### src/tcc_consts.svh
// Constants of the 16-bit capture/compare timer: register indices, field positions, reset values.
// Assumes a Wishbone slave with 32-bit data; byte address is four times the register index.
`ifndef TCC_CONSTS_SVH
`define TCC_CONSTS_SVH

// Register indices (byte address = index * 4)
`define TCC_IDX_COUNT 16'hFF10
`define TCC_IDX_CAPA 16'hFF12
`define TCC_IDX_CAPB 16'hFF14
`define TCC_IDX_MODE 16'hFF20
`define TCC_IDX_CCTL 16'hFF21
`define TCC_IDX_EDGE 16'hFF22
`define TCC_IDX_TRIG 16'hFF23

// Field positions in the mode register
`define TCC_MODE_OVF_BIT 0
`define TCC_MODE_RUN_LO 2
`define TCC_MODE_RUN_HI 3
`define TCC_MODE_OS_BIT 4

// Field positions in the capture/compare control register
`define TCC_CCTL_MODE_A_BIT 0
`define TCC_CCTL_TRIG_A_BIT 1
`define TCC_CCTL_MODE_B_BIT 2

// Field positions in the edge select register
`define TCC_EDGE_IN0_LO 4
`define TCC_EDGE_IN0_HI 5
`define TCC_EDGE_IN1_LO 6
`define TCC_EDGE_IN1_HI 7

// One-shot trigger strobe bit
`define TCC_TRIG_OS_BIT 0

// Reset values and limits
`define TCC_CNT_RESET 16'h0000
`define TCC_CAP_RESET 16'h0000
`define TCC_CNT_MAX 16'hFFFF

`endif

### src/tcc_pkg.sv
// Types of the 16-bit capture/compare timer: bus carriers, mode encodings, the state record.
// Assumes tcc_consts.svh for all numeric constants.
package tcc_pkg;

  // Run mode encoding
  typedef enum logic [1:0] {
    TCC_RUN_STOP = 2'h0,
    TCC_RUN_FREE = 2'h1,
    TCC_RUN_EDGE = 2'h2,
    TCC_RUN_MATCH = 2'h3
  } tcc_run_e;

  // Edge select encoding; the third code selects no edge
  typedef enum logic [1:0] {
    TCC_EDGE_FALL = 2'h0,
    TCC_EDGE_RISE = 2'h1,
    TCC_EDGE_NONE = 2'h2,
    TCC_EDGE_BOTH = 2'h3
  } tcc_edge_e;

  // Wishbone classic request from the master
  typedef struct packed {
    logic cyc;
    logic stb;
    logic we;
    logic [3:0] sel;
    logic [17:0] adr;
    logic [31:0] dat;
  } tcc_wb_req_s;

  // Wishbone classic answer from this slave
  typedef struct packed {
    logic ack;
    logic [31:0] dat;
  } tcc_wb_rsp_s;

  // Whole state of the timer
  typedef struct packed {
    logic [15:0] cnt;
    logic [15:0] cap_a;
    logic [15:0] cap_b;
    tcc_run_e run_mode;
    logic ovf;
    logic oneshot_en;
    logic trig_sel_a;
    logic mode_a;
    logic mode_b;
    tcc_edge_e edge_in0;
    tcc_edge_e edge_in1;
    logic in0_q;
    logic in1_q;
    logic first;
    logic ack;
    logic [31:0] dat;
    logic irq_a;
    logic irq_b;
  } tcc_state_s;

  // Edge detector for one input under an edge select code
  function automatic logic tcc_edge_hit(tcc_edge_e sel, logic prev, logic cur);
    logic rise;
    logic fall;
    rise = cur & ~prev;
    fall = prev & ~cur;
    case (sel)
      TCC_EDGE_RISE: tcc_edge_hit = rise;
      TCC_EDGE_FALL: tcc_edge_hit = fall;
      TCC_EDGE_BOTH: tcc_edge_hit = rise | fall;
      default: tcc_edge_hit = 1'b0;
    endcase
  endfunction

endpackage

### src/tcc_timer.sv
// 16-bit up-counter with two capture/compare registers behind a Wishbone classic slave.
// Assumes timer inputs synchronous to CLK; the count clock is CLK itself.
//
// The Wishbone interface to the registers was left to the implementer.
`timescale 1ns/1ps
`include "tcc_consts.svh"

module tcc_timer (
  // Clock and reset
  input wire logic CLK,
  input wire logic RESET_N,
  // Wishbone classic slave
  input wire tcc_pkg::tcc_wb_req_s WB_REQ,
  output tcc_pkg::tcc_wb_rsp_s WB_RSP,
  // Timer input pins
  input wire logic TIMER_IN0,
  input wire logic TIMER_IN1,
  // Interrupt requests, one-cycle pulses
  output logic MATCH_IRQ_A,
  output logic MATCH_IRQ_B
);
  import tcc_pkg::*;

  tcc_state_s s;
  tcc_state_s next_s;

  logic req;
  logic rd;
  logic wr;
  logic [15:0] idx;
  logic cnt_read;
  logic running;
  logic tick;
  logic v0;
  logic v1;
  logic rev0;
  logic match_a;
  logic match_b;
  logic clr_edge;
  logic clr_match;
  logic clr_os;
  logic os_wr;
  logic [31:0] rd_data;

  // Bus decode; a new request is taken only while no answer stands
  assign req = WB_REQ.cyc & WB_REQ.stb & ~s.ack;
  assign rd = req & ~WB_REQ.we;
  assign wr = req & WB_REQ.we;
  assign idx = WB_REQ.adr[17:2];
  assign cnt_read = rd && (idx == `TCC_IDX_COUNT);
  assign running = (s.run_mode != TCC_RUN_STOP);

  // count hold-off
  // The read cycle swallows one count so the value returned cannot tear.
  assign tick = running & ~cnt_read;

  assign v0 = tcc_edge_hit(s.edge_in0, s.in0_q, TIMER_IN0);
  assign v1 = tcc_edge_hit(s.edge_in1, s.in1_q, TIMER_IN1);
  // reversed phase
  // Both-edge select has no opposite edge, so it never triggers here.
  always_comb begin
    case (s.edge_in0)
      TCC_EDGE_RISE: rev0 = tcc_edge_hit(TCC_EDGE_FALL, s.in0_q, TIMER_IN0);
      TCC_EDGE_FALL: rev0 = tcc_edge_hit(TCC_EDGE_RISE, s.in0_q, TIMER_IN0);
      default: rev0 = 1'b0;
    endcase
  end

  // zero compare
  // The first tick after start is not compared, so zero only matches after a clear or a wrap.
  assign match_a = tick & ~s.first & ~s.mode_a & (s.cnt == s.cap_a);
  assign match_b = tick & ~s.first & ~s.mode_b & (s.cnt == s.cap_b);

  assign clr_edge = running & (s.run_mode == TCC_RUN_EDGE) & v0;
  assign clr_match = (s.run_mode == TCC_RUN_MATCH) & match_a;
  assign os_wr = wr && (idx == `TCC_IDX_TRIG) && WB_REQ.sel[0] && WB_REQ.dat[`TCC_TRIG_OS_BIT];
  assign clr_os = running & s.oneshot_en & (os_wr | v0);

  // Read multiplexer
  always_comb begin
    rd_data = 32'h00000000;
    case (idx)
      `TCC_IDX_COUNT: rd_data[15:0] = running ? s.cnt : `TCC_CNT_RESET;
      `TCC_IDX_CAPA: rd_data[15:0] = s.cap_a;
      `TCC_IDX_CAPB: rd_data[15:0] = s.cap_b;
      `TCC_IDX_MODE: begin
        rd_data[`TCC_MODE_RUN_HI:`TCC_MODE_RUN_LO] = s.run_mode;
        rd_data[`TCC_MODE_OVF_BIT] = s.ovf;
        rd_data[`TCC_MODE_OS_BIT] = s.oneshot_en;
      end
      `TCC_IDX_CCTL: begin
        rd_data[`TCC_CCTL_MODE_A_BIT] = s.mode_a;
        rd_data[`TCC_CCTL_TRIG_A_BIT] = s.trig_sel_a;
        rd_data[`TCC_CCTL_MODE_B_BIT] = s.mode_b;
      end
      `TCC_IDX_EDGE: begin
        rd_data[`TCC_EDGE_IN0_HI:`TCC_EDGE_IN0_LO] = s.edge_in0;
        rd_data[`TCC_EDGE_IN1_HI:`TCC_EDGE_IN1_LO] = s.edge_in1;
      end
      default: rd_data = 32'h00000000;
    endcase
  end

  // Next-state logic
  always_comb begin
    next_s = s;
    next_s.ack = req;
    next_s.irq_a = 1'b0;
    next_s.irq_b = 1'b0;
    next_s.in0_q = TIMER_IN0;
    next_s.in1_q = TIMER_IN1;
    if (rd) begin
      next_s.dat = rd_data;
    end

    // Register writes; the counter has no write path
    if (wr) begin
      case (idx)
        `TCC_IDX_CAPA: begin
          if (WB_REQ.sel[1:0] == 2'h3) begin
            next_s.cap_a = WB_REQ.dat[15:0];
          end
        end
        `TCC_IDX_CAPB: begin
          if (WB_REQ.sel[1:0] == 2'h3) begin
            next_s.cap_b = WB_REQ.dat[15:0];
          end
        end
        `TCC_IDX_MODE: begin
          if (WB_REQ.sel[0]) begin
            next_s.run_mode = tcc_run_e'(WB_REQ.dat[`TCC_MODE_RUN_HI:`TCC_MODE_RUN_LO]);
            next_s.oneshot_en = WB_REQ.dat[`TCC_MODE_OS_BIT];
            if (!WB_REQ.dat[`TCC_MODE_OVF_BIT]) begin
              next_s.ovf = 1'b0;
            end
          end
        end
        `TCC_IDX_CCTL: begin
          if (WB_REQ.sel[0]) begin
            next_s.mode_a = WB_REQ.dat[`TCC_CCTL_MODE_A_BIT];
            next_s.trig_sel_a = WB_REQ.dat[`TCC_CCTL_TRIG_A_BIT];
            next_s.mode_b = WB_REQ.dat[`TCC_CCTL_MODE_B_BIT];
          end
        end
        `TCC_IDX_EDGE: begin
          if (WB_REQ.sel[0]) begin
            next_s.edge_in0 = tcc_edge_e'(WB_REQ.dat[`TCC_EDGE_IN0_HI:`TCC_EDGE_IN0_LO]);
            next_s.edge_in1 = tcc_edge_e'(WB_REQ.dat[`TCC_EDGE_IN1_HI:`TCC_EDGE_IN1_LO]);
          end
        end
        default: begin
        end
      endcase
    end

    if (next_s.run_mode == TCC_RUN_STOP) begin
      next_s.cnt = `TCC_CNT_RESET;
      next_s.ovf = 1'b0;
    end else if (clr_edge || clr_match || clr_os) begin
      next_s.cnt = `TCC_CNT_RESET;
    end else if (tick) begin
      next_s.cnt = 16'(s.cnt + 16'h0001);
      // Overflow set wins over a clear written in the same cycle
      if (s.cnt == `TCC_CNT_MAX) begin
        next_s.ovf = 1'b1;
      end
    end

    if (next_s.run_mode == TCC_RUN_STOP) begin
      next_s.first = 1'b1;
    end else if (tick) begin
      next_s.first = 1'b0;
    end

    if (match_a) begin
      next_s.irq_a = 1'b1;
    end
    if (match_b) begin
      next_s.irq_b = 1'b1;
    end

    // compare ignores captures
    // A capture beats a software write in the same cycle: the sampled count is kept.
    // capture a trigger
    if (s.mode_a) begin
      if (s.trig_sel_a) begin
        if (rev0) begin
          next_s.cap_a = s.cnt;
        end
        if (v1) begin
          next_s.irq_a = 1'b1;
        end
      end else if (v1) begin
        next_s.cap_a = s.cnt;
        next_s.irq_a = 1'b1;
      end
    end
    // only pin edges capture, never a counter read
    if (s.mode_b && v0) begin
      next_s.cap_b = s.cnt;
      next_s.irq_b = 1'b1;
    end
  end

  // State register
  always_ff @(posedge CLK or negedge RESET_N) begin
    if (!RESET_N) begin
      s <= '0;
      s.cnt <= `TCC_CNT_RESET;
      s.cap_a <= `TCC_CAP_RESET;
      s.cap_b <= `TCC_CAP_RESET;
      s.run_mode <= TCC_RUN_STOP;
      s.edge_in0 <= TCC_EDGE_FALL;
      s.edge_in1 <= TCC_EDGE_FALL;
      s.first <= 1'b1;
    end else begin
      s <= next_s;
    end
  end

  // Outputs
  assign WB_RSP.ack = s.ack;
  assign WB_RSP.dat = s.dat;
  assign MATCH_IRQ_A = s.irq_a;
  assign MATCH_IRQ_B = s.irq_b;
endmodule

### config.mk
export PLATFORM = sky130hd
export DESIGN_NAME = tcc_timer
export DESIGN_NICKNAME = d
export VERILOG_FILES = /design/src/tcc_pkg.sv /design/src/tcc_timer.sv
export VERILOG_INCLUDE_DIRS = /design/src
export SDC_FILE = /design/constraint.sdc
export NUM_CORES = 1
export LEC_CHECK = 0
export BUFFER_PORTS_ARGS = -buffer_cell sky130_fd_sc_hd__buf_2
export CORE_ASPECT_RATIO = 0.7
export CORE_MARGIN = 8
export CORE_UTILIZATION = 23
export CTS_CLUSTER_DIAMETER = 120
export DETAILED_ROUTE_END_ITERATION = 10
export GPL_TIMING_DRIVEN = 0
export PLACE_DENSITY = 0.45
export SYNTH_ARGS = -nofsm -noshare
export SYNTH_HDL_FRONTEND = slang
export SYNTH_SLANG_ARGS = --single-unit
export TNS_END_PERCENT = 50
### constraint.sdc
create_clock -name CLK -period 2.35 [get_ports CLK]
set_clock_uncertainty 0.1 [all_clocks]
set_input_delay 0.47 -clock CLK [delete_from_list [all_inputs] [get_ports CLK]]
set_output_delay 0.47 -clock CLK [all_outputs]
set_load 0.01 [all_outputs]
==> summary.md, run 1 <==
| Metric | Value |
|---|---|
| Status | finished, violations left |
| Violated checks | hold timing |
| Number of global-route vias before repair | 4490 |
| Clk buf depth | 2 |
| Starting density of the core | 23.4% |
| Worst path top cell family by delay | compound AO/OA/AOI/OAI gates |
| Worst path depth | 5 |
| Total wire length | 17.9 mm |
| Worst setup margin | 8.29 ps |
| Root Driver | clkbuf_16 |
| Top cells by count, synth | 80 x dfrtp_1, 74 x nor2_1, 58 x a21oi_1 |
| Req. time, crit path | 2460 ps |
| Syn_area_per_cell | 8.85 um^2 |
| Max H-tree Level | 3 |
| NumNets Final | 732 |
| Cell Chain, Critical Path | nor2_1 -> nor4_4 -> clkbuf_4 -> a221oi_1 -> o21ai_0 |
| Drt first pass iters | 5 |
| Post-route ant nets | 0 |
| Critical-path top delay cell | a221oi_1 |
| Worst Path Buf+Inv | 1 |
| Slew margin rel. | 56.0% |
| CTS tree | done |
| Die extent in y | 140 um |
| Peak per-stage delay on the critical path | 600 ps |
| Hold buffer count at CTS | 0 |
| Grt ovf | 0 |
| Combinational share of power | 8.1% |
| # IOs | 96 |
| Tmin final | 2340 ps |
| Site row count | 45 |
| Share of layout cells above drive strength 1 | 29.7% |
| Initial drt markers | 389 |
| Tightest hold margin | -12.9 ps |
| Unique masters post-synth | 62 |
| Crit share post-route | 99.6% |
| First-pass GRT wire length | 27.7 mm |
| # port buffers | 57 |
| Dpl ws | -947 ps |
| WS Path Type | reg -> reg |
| CTS sink count | 81 |
| Most common cell in the netlist | dfrtp_1 |
| Sequential Power Share | 45.2% |
| Vias per cell | 4.75 |
| Maximum number of pins on one net before global-route repair | 48 |
| Top cell type's share of synthesized area | 39.6% |
| Yosys reg bits | 81 |
| Routability cong. | 0.850 |
| Slew Limit Fails | 0 |
| Sw Pwr | 0.775 mW |
| Pwr dens | 491 nW/um^2 |
| Reg2Reg Depth | 5 |
| Post-synth top flop | dfrtp_1 |
| Netlist Area Pre-Place | 5060 um^2 |
| Antenna cells | 0 |
| FF-to-FF End | WB_RSP[3] |
| Via count | 4522 |
| Startpoint types | flop |
| P_leak | 2.88 nW |
| Maximum vdd ir drop | 0.297 mV |
| Critical Path AT | 2450 ps |
| Design area | 6390 um^2 |
| GRT Total Usage | 13.1% |
| Total power | 3.14 mW |
| Die W | 193 um |
| Placed inst area | 5780 um^2 |
| Max Cap Violations | 0 |
| Fmax | 427 MHz |
| Critical path capture point type | flop |
| Area of the core | 21600 um^2 |
| Crit-path max FO | 10 |
| Synth warnings | 0 |
| Clk pin slew, worst setup/hold paths | 70 ps |
| Syn Inst Count | 572 |
| Post-synth top area cell | dfrtp_1 |
| Area contributors post-synth | dfrtp_1 40%, a21oi_1 5.7%, nor2_1 5.5% |
| Sequential area share after synthesis | 40.1% |
| Hold/Removal Path Class | in -> async |
| Clock power share | 46.8% |
| Total Die Area | 27100 um^2 |
| RSZ-0062 raised after global routing | true |
| Initial antenna violation count | 0 |
| Worst R2R Setup Slack | 8 ps |
| Final Hold Vio Count | 11 |
| Least-Margin Pin Slew | 659 ps |
| Worst r2r src | s[47] |
| Area growth, synth to finish | 26.4% |
| Avg WL per Cell | 18.8 um |
| Final setup fails | 0 |
| Async SR Flop Fraction | 100% |
| Sw Share | 24.7% |
| Post-synth EDFFs | 0 |
| DRC | 0 |
| Clk Latency, worst-skew pair | 340 ps |
| DP HPWL | 13.4 mm |
| Internal power | 2.37 mW |
| Setup tns final | 0 ps |
| Num CTS Buffers | 9 |
how the worst max path moves through the flow:
stage | startpoint | end
6_report | s[47] | WB_RSP[3]
5_1_grt | s[86] | s[89]
4_1_cts | s[36] | s[71]
3_5_place_dp | WB_REQ[54] | s[86]
3_3_place_gp | WB_REQ[54] | s[86]
2_1_floorplan | WB_REQ[36] | s[70]
through the flow:
stage / hold slack [ps] / util, % / instances
after global routing: 11.7 / 29.6 / 953
final: -12.9 / 29.6 / 953
after floorplan: 74.4 / - / 587
after detailed placement: 374 / 26.8 / 927
after CTS: 2.13 / 28.6 / 932
after global placement: 369 / 26.6 / 926
sequential cells by signal, indices dropped and copies added (netlist names):
name / count
MATCH_IRQ_A: 1
WB_RSP: 17
s: 62
MATCH_IRQ_B: 1
power groups by stage:
stage	Clock, mW	Sequential [mW]	Combinational, mW
finish	1.47	1.42	0.253
detailed placement	0	1.45	0.249
floorplan	0	1.44	0.120
CTS	1.49	1.42	0.255
global placement	0	1.45	0.242
global route	1.55	1.42	0.283
what timing repair did:
action                                  4_1_cts  5_1_grt
endpoints found under the setup margin       66       57
hold endpoints to repair                      0        0
pin swaps                                     2        8
buffers inserted                              4       21
resized for setup                            34       19
cell usage in the layout, fill, tap and decap left out, drive strengths merged, types with 5 or more instances in the layout:
cell    Yosys  final
a21oi      58     58
a221oi      5      5
a222oi      5      5
a22o        6      6
and3        8      8
and4        5      5
buf        44    125
clkbuf     29     27
conb        1     16
dfrtp      80     80
ha          5      5
inv         9     10
mux2       10     10
mux2i      18     18
nand2      53     53
nand3      15     15
nand4      15     15
nor2       75     75
nor3       10     10
nor4        7      7
o21ai      24     24
xnor2      29     29
xor2       11     11
cell type report:
cell class / count / area, um^2
buffer: 58 / 410
inverter: 9 / 33.8
sequential: 81 / 2040
clock buffer: 11 / 243
tap: 282 / 353
timing repair buffer: 83 / 503
multi-input combinational: 424 / 2760
clock inverter: 5 / 53.8
fill: 2368 / 15200
layer usage:
metal | part of all wire (%) | up-vias | global-route usage, %
met2 | 41 | 113 | 18.4
met4 | 1.4 | 0 | 3.43
met5 | 0 | - | 0
li1 | - | 2170 | -
met3 | 4.7 | 22 | 3.11
met1 | 53 | 2217 | 19.6
cell families (layout without fill, tap and decap cells):
kind of cell	Yosys count	count (layout)	synth area share (%)
AND/OR/NAND/NOR	210	210	20.8
adder cells (fa/ha/maj)	5	5	1.24
AO/OA/AOI/OAI	125	125	15.8
multiplexers	28	28	5.79
buffers and inverters	82	166	9.37
other	1	16	0.0741
XOR/XNOR	40	40	6.92
flip-flops	81	81	40.1
Note: power is estimated with default switching activity, not from simulation.
==> run 2: changes to the inputs <==
--- a/config.mk
+++ b/config.mk
@@ -6,14 +6,15 @@
 export SDC_FILE = /design/constraint.sdc
 export NUM_CORES = 1
 export LEC_CHECK = 0
-export BUFFER_PORTS_ARGS = -buffer_cell sky130_fd_sc_hd__buf_2
 export CORE_ASPECT_RATIO = 0.7
 export CORE_MARGIN = 8
 export CORE_UTILIZATION = 23
 export CTS_CLUSTER_DIAMETER = 120
 export DETAILED_ROUTE_END_ITERATION = 10
+export DONT_BUFFER_PORTS = 1
 export GPL_TIMING_DRIVEN = 0
-export PLACE_DENSITY = 0.45
+export PLACE_DENSITY = 0.41
+export SETUP_SLACK_MARGIN = 0.05
 export SYNTH_ARGS = -nofsm -noshare
 export SYNTH_HDL_FRONTEND = slang
 export SYNTH_SLANG_ARGS = --single-unit
==> summary.md, run 2 (synthesized netlist as in run 1, its figures left out) <==
| Metric | Value |
|---|---|
| Sw Share | 21.2% (was 24.7%) |
| Starting density of the core | 23.4% (unchanged) |
| Post-route ant nets | 0 (unchanged) |
| Total wire length | 19.6 mm (was 17.9 mm) |
| Num CTS Buffers | 9 (unchanged) |
| Status | finished, violations left (unchanged) |
| DRC | 0 (unchanged) |
| Slew margin rel. | 56.6% (was 56.0%) |
| P_leak | 2.75 nW (was 2.88 nW) |
| Design area | 6400 um^2 (was 6390 um^2) |
| Share of layout cells above drive strength 1 | 28.5% (was 29.7%) |
| GRT Total Usage | 14.4% (was 13.1%) |
| Initial drt markers | 441 (was 389) |
| Number of global-route vias before repair | 4587 (was 4490) |
| Setup tns final | 0 ps (unchanged) |
| Final Hold Vio Count | 81 (was 11) |
| Combinational share of power | 4.8% (was 8.1%) |
| Area growth, synth to finish | 26.5% (was 26.4%) |
| Clk buf depth | 2 (unchanged) |
| DP HPWL | 13.8 mm (was 13.4 mm) |
| Startpoint types | flop (unchanged) |
| CTS tree | done (unchanged) |
| Root Driver | clkbuf_16 (unchanged) |
| Req. time, crit path | 2430 ps (was 2460 ps) |
| Commonest non-fill, non-tap cell in the layout | buf_4 (was nor2_1) |
| Largest Register | s (unchanged) |
| Critical Path AT | 2400 ps (was 2450 ps) |
| Least-Margin Pin Slew | 651 ps (was 659 ps) |
| Vias per cell | 5.00 (was 4.75) |
| CTS sink count | 81 (unchanged) |
| Die extent in y | 140 um (unchanged) |
| Site row count | 45 (unchanged) |
| Violated checks | hold timing (unchanged) |
| Initial antenna violation count | 0 (unchanged) |
| Routability cong. | 0.873 (was 0.850) |
| Clock power share | 51.3% (was 46.8%) |
| Grt ovf | 0 (unchanged) |
| Avg WL per Cell | 21.5 um (was 18.8 um) |
| WS Path Type | reg -> reg (unchanged) |
| Fmax | 431 MHz (was 427 MHz) |
| Area of the core | 21600 um^2 (unchanged) |
| Drt first pass iters | 5 (unchanged) |
| Internal power | 2.55 mW (was 2.37 mW) |
| Total Die Area | 27100 um^2 (unchanged) |
| Slew Limit Fails | 0 (unchanged) |
| NumNets Final | 690 (was 732) |
| Maximum vdd ir drop | 0.305 mV (was 0.297 mV) |
| Tmin final | 2320 ps (was 2340 ps) |
| Final setup fails | 0 (unchanged) |
| Pwr dens | 505 nW/um^2 (was 491 nW/um^2) |
| Clk pin slew, worst setup/hold paths | 60 ps (was 70 ps) |
| Commonest cells after routing, fill and taps aside | 73 x buf_4, 69 x dfrtp_1, 64 x nor2_1, 56 x a21oi_1, 51 x nand2_1 (was 74 x nor2_1, 69 x dfrtp_1, 60 x buf_4, 60 x buf_2, 58 x a21oi_1) |
| Largest register FFs | 62 (unchanged) |
| Critical path capture point type | flop (unchanged) |
| Maximum number of pins on one net before global-route repair | 82 (was 48) |
| # IOs | 96 (unchanged) |
| Clk Latency, worst-skew pair | 340 ps (about the same) |
| Hold/Removal Path Class | in -> async (unchanged) |
| Crit-path max FO | 4 (was 10) |
| # port buffers | 0 (was 57) |
| Sequential Power Share | 43.9% (was 45.2%) |
| Sw Pwr | 0.686 mW (was 0.775 mW) |
| Crit share post-route | 98.8% (was 99.6%) |
| RSZ-0062 raised after global routing | true (unchanged) |
| Placed inst area | 5470 um^2 (was 5780 um^2) |
| Antenna cells | 0 (unchanged) |
| Fillers | 2344 (was 2368) |
| Tightest hold margin | -270 ps (was -12.9 ps) |
| Max Cap Violations | 0 (unchanged) |
| Via count | 4554 (was 4522) |
| Max H-tree Level | 3 (unchanged) |
| Die W | 193 um (unchanged) |
| First-pass GRT wire length | 29.7 mm (was 27.7 mm) |
-- run 2: cell count changes in the layout (fill, tap and decap cells not counted), sizes merged --
cell | before | now
clkinv | 3 | 1
clkinvlp | 0 | 1
buf | 125 | 86
clkbuf | 27 | 24
inv | 10 | 9
bufinv | 1 | 3
-- run 2: metrics by stage --
step	hold slack (ps)	cells	setup WS, ps	utilization, %	total power [mW]
after floorplan	74.4	587	57.9	-	1.56
after global placement	82.9	869	-875	25.3	1.59
after detailed placement	83.4	869	-1020	25.3	1.59
after CTS	-281	906	29.0	28.6	3.26
after global routing	-288	911	-69.8	29.6	3.35
final	-270	911	28.6	29.6	3.23
-- run 2: worst max-delay path, stage by stage (launching register included) --
cell      delay [ps]
dfrtp_2          480
xnor2_4          220
nand4b_1         120
or3_1            370
o31a_1           380
o211ai_4         290
buf_6            160
a311oi_2          40
-- run 2: area by class of cell --
| class | count | area (um^2) | area share [%] |
|---|---|---|---|
| multi-input cells | 424 | 2890 | 45.1 |
| flip-flops and latches | 81 | 2040 | 31.9 |
| plain buffers | 58 | 419 | 6.55 |
| well taps | 282 | 353 | 5.51 |
| repair buffers | 41 | 319 | 4.99 |
| clock buffers | 11 | 243 | 3.79 |
| clock inverters | 5 | 103 | 1.60 |
| inverters | 9 | 33.8 | 0.528 |
-- run 2: what timing repair did --
item | in CTS | in global routing
buffers inserted | 33 | 8
endpoints found under the hold margin | 81 | 81
gates cloned | 1 | 0
setup endpoints to repair | 66 | 48
gates resized for setup | 50 | 45
pin swaps | 14 | 22
-- run 2: final timing paths --
check                      startpoint  slack (ps)        end  cells past startpoint
setup / recovery                s[91]          30      s[87]                      7
hold / removal                RESET_N        -270      s[85]                      0
setup reg to reg                s[91]          30      s[87]                      7
hold reg to reg             WB_RSP[8]         380  WB_RSP[8]                      2
max in group asynchronous     RESET_N        2230      s[35]                      0
min in group CLK            TIMER_IN1          60      s[36]                      0
-- run 2: layer usage --
metal	vias to the layer above	wire [um]	global-route usage (%)	share of wire (%)
met5	-	0	0	0
met4	0	97	2.10	0.50
met3	9	1750	4.93	8.9
met2	158	8260	20.6	42
met1	2300	9480	20.8	48
li1	2087	-	-	-
-- run 2: power by group through the flow --
stage               Sequential (mW)  Combinational [mW]  Clock (mW)
finish                         1.42               0.155        1.66
global route                   1.42               0.171        1.75
CTS                            1.42               0.151        1.69
detailed placement             1.44               0.144           0
global placement               1.44               0.143           0
floorplan                      1.44               0.120           0
